$ cat src/rtl/buck_rail_map.svh
// Register offsets, field positions and reset values of the buck rail block
`ifndef BUCK_RAIL_MAP_SVH
`define BUCK_RAIL_MAP_SVH

// ----------------------------------------------------------------------
// Register offsets
// ----------------------------------------------------------------------
`define RAIL_2V1_CTRL_ADDR 8'h38
`define RAIL_1V5_CTRL_ADDR 8'h39
`define RAIL_2V1_CUR_ADDR 8'h3a
`define RAIL_1V5_CUR_ADDR 8'h3b
`define FAULT_STAT_ADDR 8'h3f

// ----------------------------------------------------------------------
// Field positions and reset values
// ----------------------------------------------------------------------
`define RUN_MSB 2
`define RUN_LSB 0
`define EXIT_MSB 5
`define EXIT_LSB 3
`define LEVEL_MSB 7
`define LEVEL_LSB 6
`define CTRL_RESET 8'h07
`define RUN_RESET 3'h7
`define EXIT_RESET 3'h0
`define LEVEL_RESET 2'h0
`define LEVEL_1V6_CODE 2'h1
`define RAIL_COUNT 2

`endif

$ cat src/rtl/buck_rail_pkg.sv
// Types shared by the buck rail control block
package buck_rail_pkg;

  // Run mode codes; codes below 4 are reserved
  typedef enum logic [2:0] {
    MODE_OFF = 3'h4,
    MODE_PFM = 3'h5,
    MODE_SKIP = 3'h6,
    MODE_PWM = 3'h7
  } run_mode_e;

  typedef logic [7:0] reg_t;
  typedef logic [2:0] mode_t;

  // A code names a real mode only when its top bit is set
  function automatic logic mode_is_valid(input mode_t code);
    mode_is_valid = code[2];
  endfunction : mode_is_valid

endpackage : buck_rail_pkg

$ cat src/rtl/rail_if.sv
// Signals between the register bank and one rail controller
interface rail_if;
  import buck_rail_pkg::*;

  logic wr;
  mode_t run_wdata;
  mode_t exit_wdata;
  logic exit_pulse;
  logic overcurrent;
  logic fault_clr;
  mode_t run_mode;
  mode_t exit_mode;
  logic discharge;
  logic fault;

  modport bank (
    output wr, run_wdata, exit_wdata, exit_pulse, overcurrent, fault_clr,
    input run_mode, exit_mode, discharge, fault
  );
  modport rail (
    input wr, run_wdata, exit_wdata, exit_pulse, overcurrent, fault_clr,
    output run_mode, exit_mode, discharge, fault
  );
endinterface : rail_if

$ cat src/rtl/rail_ctrl.sv
// Mode, standby exit, discharge and fault logic of one buck rail
`include "buck_rail_map.svh"
module rail_ctrl
  import buck_rail_pkg::*;
(
  // Clock and reset
  input wire logic clk,
  input wire logic nrst,
  // Link to the register bank
  rail_if.rail bus
);

  // ----------------------------------------------------------------------
  // Next-state decode
  // ----------------------------------------------------------------------
  wire logic take_exit;
  wire logic take_write;
  wire mode_t next_run;
  wire logic next_fault;

  // A host write of a valid code wins over a simultaneous standby exit copy
  assign take_write = bus.wr && mode_is_valid(bus.run_wdata);
  assign take_exit = bus.exit_pulse && mode_is_valid(bus.exit_mode);
  // Reserved codes leave the running mode untouched
  assign next_run = take_write ? bus.run_wdata :
                    take_exit ? bus.exit_mode : bus.run_mode;
  // A new over-current beats a clear in the same cycle
  assign next_fault = bus.overcurrent | (bus.fault & ~bus.fault_clr);

  // ----------------------------------------------------------------------
  // State registers
  // ----------------------------------------------------------------------
  // Discharge tracks the mode register so it never lags a shutdown
  always_ff @(posedge clk or negedge nrst) begin
    if (!nrst) begin
      bus.run_mode <= `RUN_RESET;
      bus.exit_mode <= `EXIT_RESET;
      bus.discharge <= 1'b0;
      bus.fault <= 1'b0;
    end else begin
      bus.run_mode <= next_run;
      bus.exit_mode <= bus.wr ? bus.exit_wdata : bus.exit_mode;
      bus.discharge <= (next_run == MODE_OFF);
      bus.fault <= next_fault;
    end
  end

  // ----------------------------------------------------------------------
  // Checks
  // ----------------------------------------------------------------------
  property p_run_legal;
    @(posedge clk) disable iff (!nrst)
      mode_is_valid(bus.run_mode);
  endproperty
  a_run_legal: assert property (p_run_legal)
    else $error("run mode holds a reserved code");

  property p_exit_copy;
    @(posedge clk) disable iff (!nrst)
      (bus.exit_pulse && bus.exit_mode[2] && !bus.wr)
        |=> bus.run_mode == $past(bus.exit_mode);
  endproperty
  a_exit_copy: assert property (p_exit_copy)
    else $error("standby exit mode not copied");

  property p_host_write;
    @(posedge clk) disable iff (!nrst)
      (bus.wr && bus.run_wdata[2]) |=> bus.run_mode == $past(bus.run_wdata);
  endproperty
  a_host_write: assert property (p_host_write)
    else $error("host mode write not applied");

  property p_reserved_kept;
    @(posedge clk) disable iff (!nrst)
      (bus.wr && !bus.run_wdata[2] && !bus.exit_pulse)
        |=> $stable(bus.run_mode);
  endproperty
  a_reserved_kept: assert property (p_reserved_kept)
    else $error("reserved mode code changed the rail");

  property p_discharge;
    @(posedge clk) disable iff (!nrst)
      bus.discharge == (bus.run_mode == MODE_OFF);
  endproperty
  a_discharge: assert property (p_discharge)
    else $error("discharge does not follow shutdown");

  property p_fault_set;
    @(posedge clk) disable iff (!nrst)
      bus.overcurrent |=> bus.fault;
  endproperty
  a_fault_set: assert property (p_fault_set)
    else $error("over-current did not raise the fault flag");

endmodule : rail_ctrl

$ cat src/rtl/buck_rail_mode_control.sv
// Register bank and top level of the two-rail buck mode control
`include "buck_rail_map.svh"
module buck_rail_mode_control
  import buck_rail_pkg::*;
(
  // Clock and reset
  input wire logic clk,
  input wire logic nrst,
  // Register access from the serial front end
  input wire buck_rail_pkg::reg_t reg_addr,
  input wire logic reg_wr,
  input wire buck_rail_pkg::reg_t reg_wdata,
  input wire logic reg_rd,
  output buck_rail_pkg::reg_t reg_rdata,
  // System pins and analog status
  input wire logic standby_exit_pin,
  input wire logic gps_core_rail_1v3,
  input wire logic overcurrent_2v1,
  input wire logic overcurrent_1v5,
  // Current measurement results
  input wire logic adc_valid,
  input wire logic adc_rail,
  input wire buck_rail_pkg::reg_t adc_data,
  // Rail controls
  output buck_rail_pkg::mode_t rail_2v1_run_mode,
  output buck_rail_pkg::mode_t rail_1v5_run_mode,
  output logic rail_1v5_level_1v6,
  output logic discharge_2v1,
  output logic discharge_1v5,
  // Faults
  output logic rail_2v1_overcurrent_flag,
  output logic rail_1v5_overcurrent_flag,
  output logic regulator_fault_irq
);
  import buck_rail_pkg::*;

  // ----------------------------------------------------------------------
  // Address decode
  // ----------------------------------------------------------------------
  function automatic logic addr_hit(input reg_t addr, input reg_t target);
    addr_hit = (addr == target);
  endfunction : addr_hit

  localparam reg_t CTRL_ADDR [`RAIL_COUNT] = '{`RAIL_2V1_CTRL_ADDR,
                                               `RAIL_1V5_CTRL_ADDR};

  wire logic wr_1v5;
  wire logic rd_stat;
  wire logic exit_pulse;
  wire logic ocp [`RAIL_COUNT];
  logic exit_pin_q;
  logic [1:0] level_1v5;
  reg_t current_2v1;
  reg_t current_1v5;
  reg_t next_rdata;

  assign wr_1v5 = reg_wr && addr_hit(reg_addr, `RAIL_1V5_CTRL_ADDR);
  assign rd_stat = reg_rd && addr_hit(reg_addr, `FAULT_STAT_ADDR);
  // Copy only once per assertion of the pin, not every cycle it is held
  assign exit_pulse = standby_exit_pin && !exit_pin_q;
  assign ocp[0] = overcurrent_2v1;
  assign ocp[1] = overcurrent_1v5;

  // ----------------------------------------------------------------------
  // Rail controllers
  // ----------------------------------------------------------------------
  rail_if rif [`RAIL_COUNT] ();

  for (genvar g = 0; g < `RAIL_COUNT; g++) begin : g_rail
    // Each rail sees writes only to its own control register
    assign rif[g].wr = reg_wr && addr_hit(reg_addr, CTRL_ADDR[g]);
    assign rif[g].run_wdata = reg_wdata[`RUN_MSB:`RUN_LSB];
    assign rif[g].exit_wdata = reg_wdata[`EXIT_MSB:`EXIT_LSB];
    assign rif[g].exit_pulse = exit_pulse;
    assign rif[g].overcurrent = ocp[g];
    assign rif[g].fault_clr = rd_stat;
    rail_ctrl u_rail (
      .clk(clk),
      .nrst(nrst),
      .bus(rif[g])
    );
  end

  assign rail_2v1_run_mode = rif[0].run_mode;
  assign rail_1v5_run_mode = rif[1].run_mode;
  assign discharge_2v1 = rif[0].discharge;
  assign discharge_1v5 = rif[1].discharge;
  assign rail_2v1_overcurrent_flag = rif[0].fault;
  assign rail_1v5_overcurrent_flag = rif[1].fault;
  // Both flags share one interrupt; software reads status to tell them apart
  assign regulator_fault_irq = rif[0].fault | rif[1].fault;

  // ----------------------------------------------------------------------
  // Read data selection
  // ----------------------------------------------------------------------
  // Unmapped addresses read as zero; 2.1 V level bits are always zero
  always_comb begin
    next_rdata = 8'h00;
    if (addr_hit(reg_addr, `RAIL_2V1_CTRL_ADDR)) begin
      next_rdata = {2'h0, rif[0].exit_mode, rif[0].run_mode};
    end else if (addr_hit(reg_addr, `RAIL_1V5_CTRL_ADDR)) begin
      next_rdata = {level_1v5, rif[1].exit_mode, rif[1].run_mode};
    end else if (addr_hit(reg_addr, `RAIL_2V1_CUR_ADDR)) begin
      next_rdata = current_2v1;
    end else if (addr_hit(reg_addr, `RAIL_1V5_CUR_ADDR)) begin
      next_rdata = current_1v5;
    end else if (addr_hit(reg_addr, `FAULT_STAT_ADDR)) begin
      next_rdata = {6'h00, rif[1].fault, rif[0].fault};
    end
  end

  // ----------------------------------------------------------------------
  // Registers
  // ----------------------------------------------------------------------
  // Read data and pin history
  always_ff @(posedge clk or negedge nrst) begin
    if (!nrst) begin
      reg_rdata <= 8'h00;
      exit_pin_q <= 1'b0;
    end else begin
      reg_rdata <= reg_rd ? next_rdata : reg_rdata;
      exit_pin_q <= standby_exit_pin;
    end
  end

  // Level select; reserved codes are stored and give 1.5 V while gps_core_rail_1v3 is low
  always_ff @(posedge clk or negedge nrst) begin
    if (!nrst) begin
      level_1v5 <= `LEVEL_RESET;
      rail_1v5_level_1v6 <= 1'b0;
    end else begin
      level_1v5 <= wr_1v5 ? reg_wdata[`LEVEL_MSB:`LEVEL_LSB] : level_1v5;
      rail_1v5_level_1v6 <= (level_1v5 == `LEVEL_1V6_CODE)
                            || gps_core_rail_1v3;
    end
  end

  // Latest current sample of each rail
  always_ff @(posedge clk or negedge nrst) begin
    if (!nrst) begin
      current_2v1 <= 8'h00;
      current_1v5 <= 8'h00;
    end else begin
      if (adc_valid && !adc_rail) begin
        current_2v1 <= adc_data;
      end
      if (adc_valid && adc_rail) begin
        current_1v5 <= adc_data;
      end
    end
  end

  // ----------------------------------------------------------------------
  // Checks
  // ----------------------------------------------------------------------
  property p_irq_or;
    @(posedge clk) disable iff (!nrst)
      regulator_fault_irq ==
        (rail_2v1_overcurrent_flag || rail_1v5_overcurrent_flag);
  endproperty
  a_irq_or: assert property (p_irq_or)
    else $error("fault interrupt does not follow the flags");

  property p_gps_force;
    @(posedge clk) disable iff (!nrst)
      gps_core_rail_1v3 |=> rail_1v5_level_1v6;
  endproperty
  a_gps_force: assert property (p_gps_force)
    else $error("1.5 V rail not raised for GPS core at 1.3 V");

  property p_level_write;
    @(posedge clk) disable iff (!nrst)
      (wr_1v5 && reg_wdata[7:6] == 2'h1) |=> ##1 rail_1v5_level_1v6;
  endproperty
  a_level_write: assert property (p_level_write)
    else $error("level code 1 did not select 1.6 V");

  property p_rd_2v1;
    @(posedge clk) disable iff (!nrst)
      (reg_rd && reg_addr == 8'h38)
        |=> reg_rdata == {2'h0, $past(rif[0].exit_mode),
                          $past(rail_2v1_run_mode)};
  endproperty
  a_rd_2v1: assert property (p_rd_2v1)
    else $error("2.1 V control readback wrong");

  property p_adc_store;
    @(posedge clk) disable iff (!nrst)
      (adc_valid && !adc_rail) |=> current_2v1 == $past(adc_data);
  endproperty
  a_adc_store: assert property (p_adc_store)
    else $error("2.1 V current sample not stored");

  // A status read clears the flag only when no new over-current arrives
  property p_fault_clr;
    @(posedge clk) disable iff (!nrst)
      (rd_stat && !overcurrent_2v1) |=> !rail_2v1_overcurrent_flag;
  endproperty
  a_fault_clr: assert property (p_fault_clr)
    else $error("status read did not clear the 2.1 V flag");

  property p_fault_1v5;
    @(posedge clk) disable iff (!nrst)
      overcurrent_1v5 |=> (rail_1v5_overcurrent_flag && regulator_fault_irq);
  endproperty
  a_fault_1v5: assert property (p_fault_1v5)
    else $error("1.5 V over-current did not raise flag and interrupt");

endmodule : buck_rail_mode_control

$ cat config.mk
export PLATFORM = sky130hd
export DESIGN_NAME = buck_rail_mode_control
export DESIGN_NICKNAME = d
export VERILOG_FILES = /design/src/rtl/buck_rail_pkg.sv /design/src/rtl/rail_if.sv /design/src/rtl/rail_ctrl.sv /design/src/rtl/buck_rail_mode_control.sv
export VERILOG_INCLUDE_DIRS = /design/src /design/src/rtl
export SDC_FILE = /design/constraint.sdc
export NUM_CORES = 1
export LEC_CHECK = 0
export BUFFER_PORTS_ARGS = -buffer_cell sky130_fd_sc_hd__clkbuf_2
export CORE_ASPECT_RATIO = 2
export CORE_UTILIZATION = 49
export CTS_BUF_LIST = sky130_fd_sc_hd__clkbuf_8
export DETAILED_ROUTE_END_ITERATION = 8
export GPL_ROUTABILITY_DRIVEN = 0
export PLACE_DENSITY = 0.74
export SLEW_MARGIN = 15
export SYNTH_ARGS = -nofsm -noshare
export SYNTH_HDL_FRONTEND = slang
export SYNTH_SLANG_ARGS = --single-unit
$ cat constraint.sdc
create_clock -name clk -period 1.2 [get_ports clk]
set_input_delay 0.06 -clock clk [delete_from_list [all_inputs] [get_ports clk]]
set_output_delay 0.06 -clock clk [all_outputs]
set_load 0.01 [all_outputs]
# Word level (Yosys, flattened, before mapping)
# Index checks and enable logic that the tools add are counted.
[word_totals]
ff_bits = 44
latchBits = 0
ram_bits = 0
romBits = 0
in_bits = 34
word_cells = 50
n_memories = 0
[op_classes]
addsub = 0
multipliers = 0
n_div = 0
n_lt_le_gt_ge = 0
eq_ne = 8
shifts = 0
mux = 9
bitwise = 6
n_reduce_logical = 13
[ops]
columns = ["operator", "count"]
rows = [
  ["$eq A8 B6 Y1 const B", 5],
  ["$mux W8", 4],
  ["$mux W3", 4],
  ["$logic_and A1 B1 Y1", 10],
  ["$eq A3 B3 Y1 const B", 2],
  ["$or A1 B1 Y1", 3],
  ["$and A1 B1 Y1", 2],
  ["$eq A2 B1 Y1 const B", 1],
  ["$logic_not A1 Y1", 2],
  ["$mux W2", 1],
  ["$logic_or A1 B1 Y1", 1],
  ["$not A1 Y1", 1],
]

# Longest topological paths before layout
[logic_depth]
word_depth = 6
mapped_depth = 6
mapped_depth_nobuf = 4

# Cells and area by module
# From an unflattened synthesis, not the netlist that was laid out.
[unflattened]
hier_cells = 171
hier_area_um2 = 2068.2
[modules_own_cells]
columns = ["mod", "n_inst", "cells_each", "area_each_um2"]
rows = [
  ["buck_rail_mode_control", 1, 115, 1380.1],
  ["rail_ctrl", 2, 28, 344.1],
]

# Worst setup path after synthesis
# No wires, ideal clock.
[synth_path]
path_kind = "register to register"
start = "reg g_rail[1].u_rail.bus.exit_mode[2]"
end = "reg g_rail[1].u_rail.bus.discharge"
setup_ps = 80
arrival_ps = 1233
path_slack_ps = -113
stages_incl_launch_ff = 5
period_less_slack_ps = 1313
cell_sequence = "dfrtp_1 nand3b_1 mux2_2 mux2_4 nor3b_2"
[synth_between]
elab_chain_len = 4
[synth_rtl]
columns = ["item", "line", "text"]
rows = [
  ["start, declared", "rail_if.sv:22", "output run_mode, exit_mode, discharge, fault"],
  ["start signal, assigned", "rail_ctrl.sv:37", "bus.exit_mode <= `EXIT_RESET;"],
  ["start signal, assigned", "rail_ctrl.sv:42", "bus.exit_mode <= bus.wr ? bus.exit_wdata : bus.exit_mode;"],
  ["$logic_and A1 B1 Y1", "rail_ctrl.sv:23", "assign take_exit = bus.exit_pulse && mode_is_valid(bus.exit_mode);"],
  ["$mux W3", "rail_ctrl.sv:26", "take_exit ? bus.exit_mode : bus.run_mode;"],
  ["$mux W3", "rail_ctrl.sv:25", "assign next_run = take_write ? bus.run_wdata :"],
  ["named net g_rail[1].u_rail.next_run[0]", "rail_ctrl.sv:18", "wire mode_t next_run;"],
  ["$eq A3 B3 Y1", "rail_ctrl.sv:43", "bus.discharge <= (next_run == MODE_OFF);"],
  ["end signal, assigned", "rail_ctrl.sv:43", ""],
  ["end, declared", "rail_if.sv:22", ""],
]
# The timed path passes the listed nets, and every way through them passes these cells.
# A chain may end at the register's enable or synchronous reset.

# Final worst setup path
[layout_path]
start = "reg exit_pin_q"
end = "reg g_rail[1].u_rail.bus.discharge"
[layout_between]
elab_chain_len = 6
[layout_rtl]
columns = ["item", "line", "text"]
rows = [
  ["start, declared", "buck_rail_mode_control.sv:51", "logic exit_pin_q;"],
  ["start signal, assigned", "buck_rail_mode_control.sv:122", "exit_pin_q <= standby_exit_pin;"],
  ["$logic_not A1 Y1", "buck_rail_mode_control.sv:60", "assign exit_pulse = standby_exit_pin && !exit_pin_q;"],
  ["$logic_and A1 B1 Y1", "buck_rail_mode_control.sv:60", ""],
  ["$logic_and A1 B1 Y1", "rail_ctrl.sv:23", ""],
  ["$mux W3", "rail_ctrl.sv:26", ""],
  ["$mux W3", "rail_ctrl.sv:25", ""],
  ["named net g_rail[1].u_rail.next_run[0]", "rail_ctrl.sv:18", ""],
  ["$eq A3 B3 Y1", "rail_ctrl.sv:43", ""],
]
# The timed path passes the listed nets, and every way through them passes these cells.

==> impl_metrics.json <==
{
  "ys_seq_area_share_pct": 52.4,
  "ys_ff_latch": 44,
  "final-seq-area_um2": 1110,
  "arrival_ns": 1.65,
  "final_hold_viol_count": 0,
  "yosys_warnings": 0,
  "cp_max_fo": 3,
  "finalSetupViolCount": 7,
  "portBuffers": 53,
  "cp-start-kind": "register",
  "pin_count": 54,
  "cp_cell_sequence": "nand3b_1 > mux2_2 > mux2_4 > nor3b_2",
  "grt-ovfl-total": 0,
  "path_buf_inv": 0,
  "grt_max_degree": 19,
  "dp_slack_ns": -0.180,
  "synth_cell_types": 39,
  "path_class": "reg -> reg",
  "multi_input_area_um2": 965,
  "cts_sinks": 44,
  "first_iter_violations": 42,
  "clk_pin_slew_ns": 0.08,
  "root_buffer": "clkbuf_8",
  "drive_gt1_share_pct": 54.8,
  "timing.final.crit_share_pct": 119,
  "worstHoldPathType": "in -> reg",
  "syn_area_per_cell_um2": 13.0,
  "synth_edf_count": 0,
  "synthArstFlopShare_pct": 100,
  "drc": 0,
  "end_kind": "register",
  "numCtsBuffers": 5,
  "drt-pass1-iter-count": 4,
  "required_ns": 1.43,
  "setup_ws_ns": -0.228,
  "num_vias": 1643,
  "totalPowerFinal_mw": 3.56,
  "layout.cells.most_common_list": "clkbuf_2 (52), dfrtp_1 (38), mux2_2 (23), buf_4 (22), nand2_1 (11)",
  "cts_buffer_depth": 2,
  "coreArea_um2": 4130,
  "fp.dieH_um": 94.9,
  "syn_inst": 163,
  "period_minus_slack_ns": 1.43,
  "crit_family": "multiplexers",
  "yosys-top-cells-area": "dfrtp_1 (45%), mux2_2 (12%), dfstp_2 (7.5%), mux4_2 (4.3%), mux2_4 (3.6%)",
  "ant_nets": 0,
  "placed_area_um2": 2590,
  "htree_levels": 2,
  "cap_violations": 0,
  "die-area_um2": 4600,
  "grtUsageTotal_pct": 23.5,
  "fin_worst_hold_slack_ns": 0.00879,
  "clock.fmax_mhz": 700,
  "die_w_um": 48.5,
  "grt_first_pass_wirelength_um": 7820,
  "fin_nets": 285,
  "crit_path_max_incr_delay_ns": 0.39,
  "first_global_vias": 1651,
  "drv_slew": 0,
  "vias_per_cell": 5.40,
  "clock_skew_ns": 0.00616,
  "relSlewSlack_pct": 71.7,
  "wl_per_cell_um": 16.1,
  "cellPowerDensity_nw_per_um2": 1250,
  "fin_area_um2": 2840,
  "tritoncts": "done",
  "synth_top_area_share_pct": 45.0,
  "fillers": 309,
  "clk_latency_ns": 0.30,
  "ys.flop_type": "dfrtp_1",
  "rsz0062_at_grt": "true",
  "final_util_pct": 68.8,
  "syn_nets": 197,
  "worst_pin_slew_ns": 0.424,
  "rows": 33,
  "p_leak_nw": 1.36,
  "routed_wl_um": 4890,
  "yosys.area.top_type": "dfrtp_1",
  "violations": "negative setup slack",
  "area_delta_synth_final_pct": 34.4,
  "crit_path_top_delay_cell": "dfrtp_1",
  "antenna_found_initial": 0,
  "vdd_drop_max_mv": 1.31,
  "outcome": "finished, violations left",
  "dpl.hpwl_um": 3880,
  "final_common_cell": "clkbuf_2",
  "initial_core_util_pct": 51.2,
  "diodes": 0,
  "netlist_area_um2": 2110
}
[metrics by stage]
| step | TNS, ns | instances |
|---|---|---|
| 6_report | -0.578 | 304 |
| 3_5_place_dp | -1.53 | 286 |
| 4_1_cts | -0.594 | 301 |
| 2_1_floorplan | -0.290 | 163 |
| 3_3_place_gp | -1.22 | 286 |
| 5_1_grt | -0.910 | 304 |
[layout make-up]
cell class | instances | share of cell area (%)
clock buffer | 7 | 3.39
clock inverter | 1 | 1.06
inverter | 5 | 0.660
multi-input combinational | 108 | 33.9
sequential | 44 | 39.0
tap | 52 | 2.29
timing repair buffer | 87 | 19.7
[tightest hold or removal path: cells and delay by family]
family / cells / cell delay [ns]
buffers and inverters: 1 / 0.11
and+or+nand+nor: 1 / 0.07
AOI/OAI and AO/OA: 1 / 0.06
[cell usage after synthesis, types with 3 or more instances]
master    count
clkbuf_1      3
dfrtp_1      38
mux4_2        4
nor2_1        8
a21o_1        5
mux2_2       23
nand2_1      11
dfstp_2       6
a31oi_1       3
nand3b_1      3
mux2_4        5
o21ai_0       7
nor2b_1       5
a31o_2        4
inv_1         5
[registers in the layout, indices dropped and copies added, names as in the netlist]
signal and flops:
current_1v5 8, current_2v1 8, exit_pin_q 1, g_rail.u_rail.bus.discharge 2, g_rail.u_rail.bus.exit_mode 6, g_rail.u_rail.bus.fault 2, g_rail.u_rail.bus.run_mode 6, level_1v5 2
rail_1v5_level_1v6 1, reg_rdata 8
[power breakdown]
group          switching, mW  internal, mW
Sequential            0.0819          1.65
Combinational          0.272         0.350
Clock                  0.477         0.734
Total                  0.831          2.73
[cells by family after synthesis]
| family | count (synthesis) | synth area share [%] |
|---|---|---|
| AO/OA/AOI/OAI | 26 | 8.76 |
| buffers and inverters | 11 | 2.43 |
| flip-flops | 44 | 52.4 |
| multiplexers | 34 | 21.0 |
| AND/OR/NAND/NOR | 48 | 15.4 |
[path summary, 6_finish.rpt]
check,from,endpoint,slack (ns),cells after the start
hold / removal,reg_wdata[0],g_rail[0].u_rail.bus.run_mode[0]$_DFF_PN1_,0.009,3
setup / recovery,exit_pin_q$_DFF_PN0_,g_rail[1].u_rail.bus.discharge$_DFF_PN0_,-0.23,4
min in group asynchronous,nrst,g_rail[0].u_rail.bus.exit_mode[2]$_DFFE_PN0P_,0.22,2
max in group asynchronous,nrst,current_2v1[1]$_DFFE_PN0P_,0.43,3
hold reg to reg,current_1v5[3]$_DFFE_PN0P_,current_1v5[3]$_DFFE_PN0P_,0.50,1
setup reg to reg,exit_pin_q$_DFF_PN0_,g_rail[1].u_rail.bus.discharge$_DFF_PN0_,-0.23,4
[per-layer routing]
metal  up-vias  part of all wire (%)  GRT usage (%)
met5         -                     0              0
met4         0                   3.5           11.0
met3        13                   4.2           5.15
met2        52                    56           44.4
met1       798                    36           24.2
li1        780                     -              -
[timing repair]
action	4_1_cts	5_1_grt
pin swaps	9	2
endpoints found under the setup margin	13	13
hold buffers	8	2
buffers inserted	1	1
gates resized for setup	4	6
hold endpoints to repair	17	2
Power figures use the tool's default switching activity.
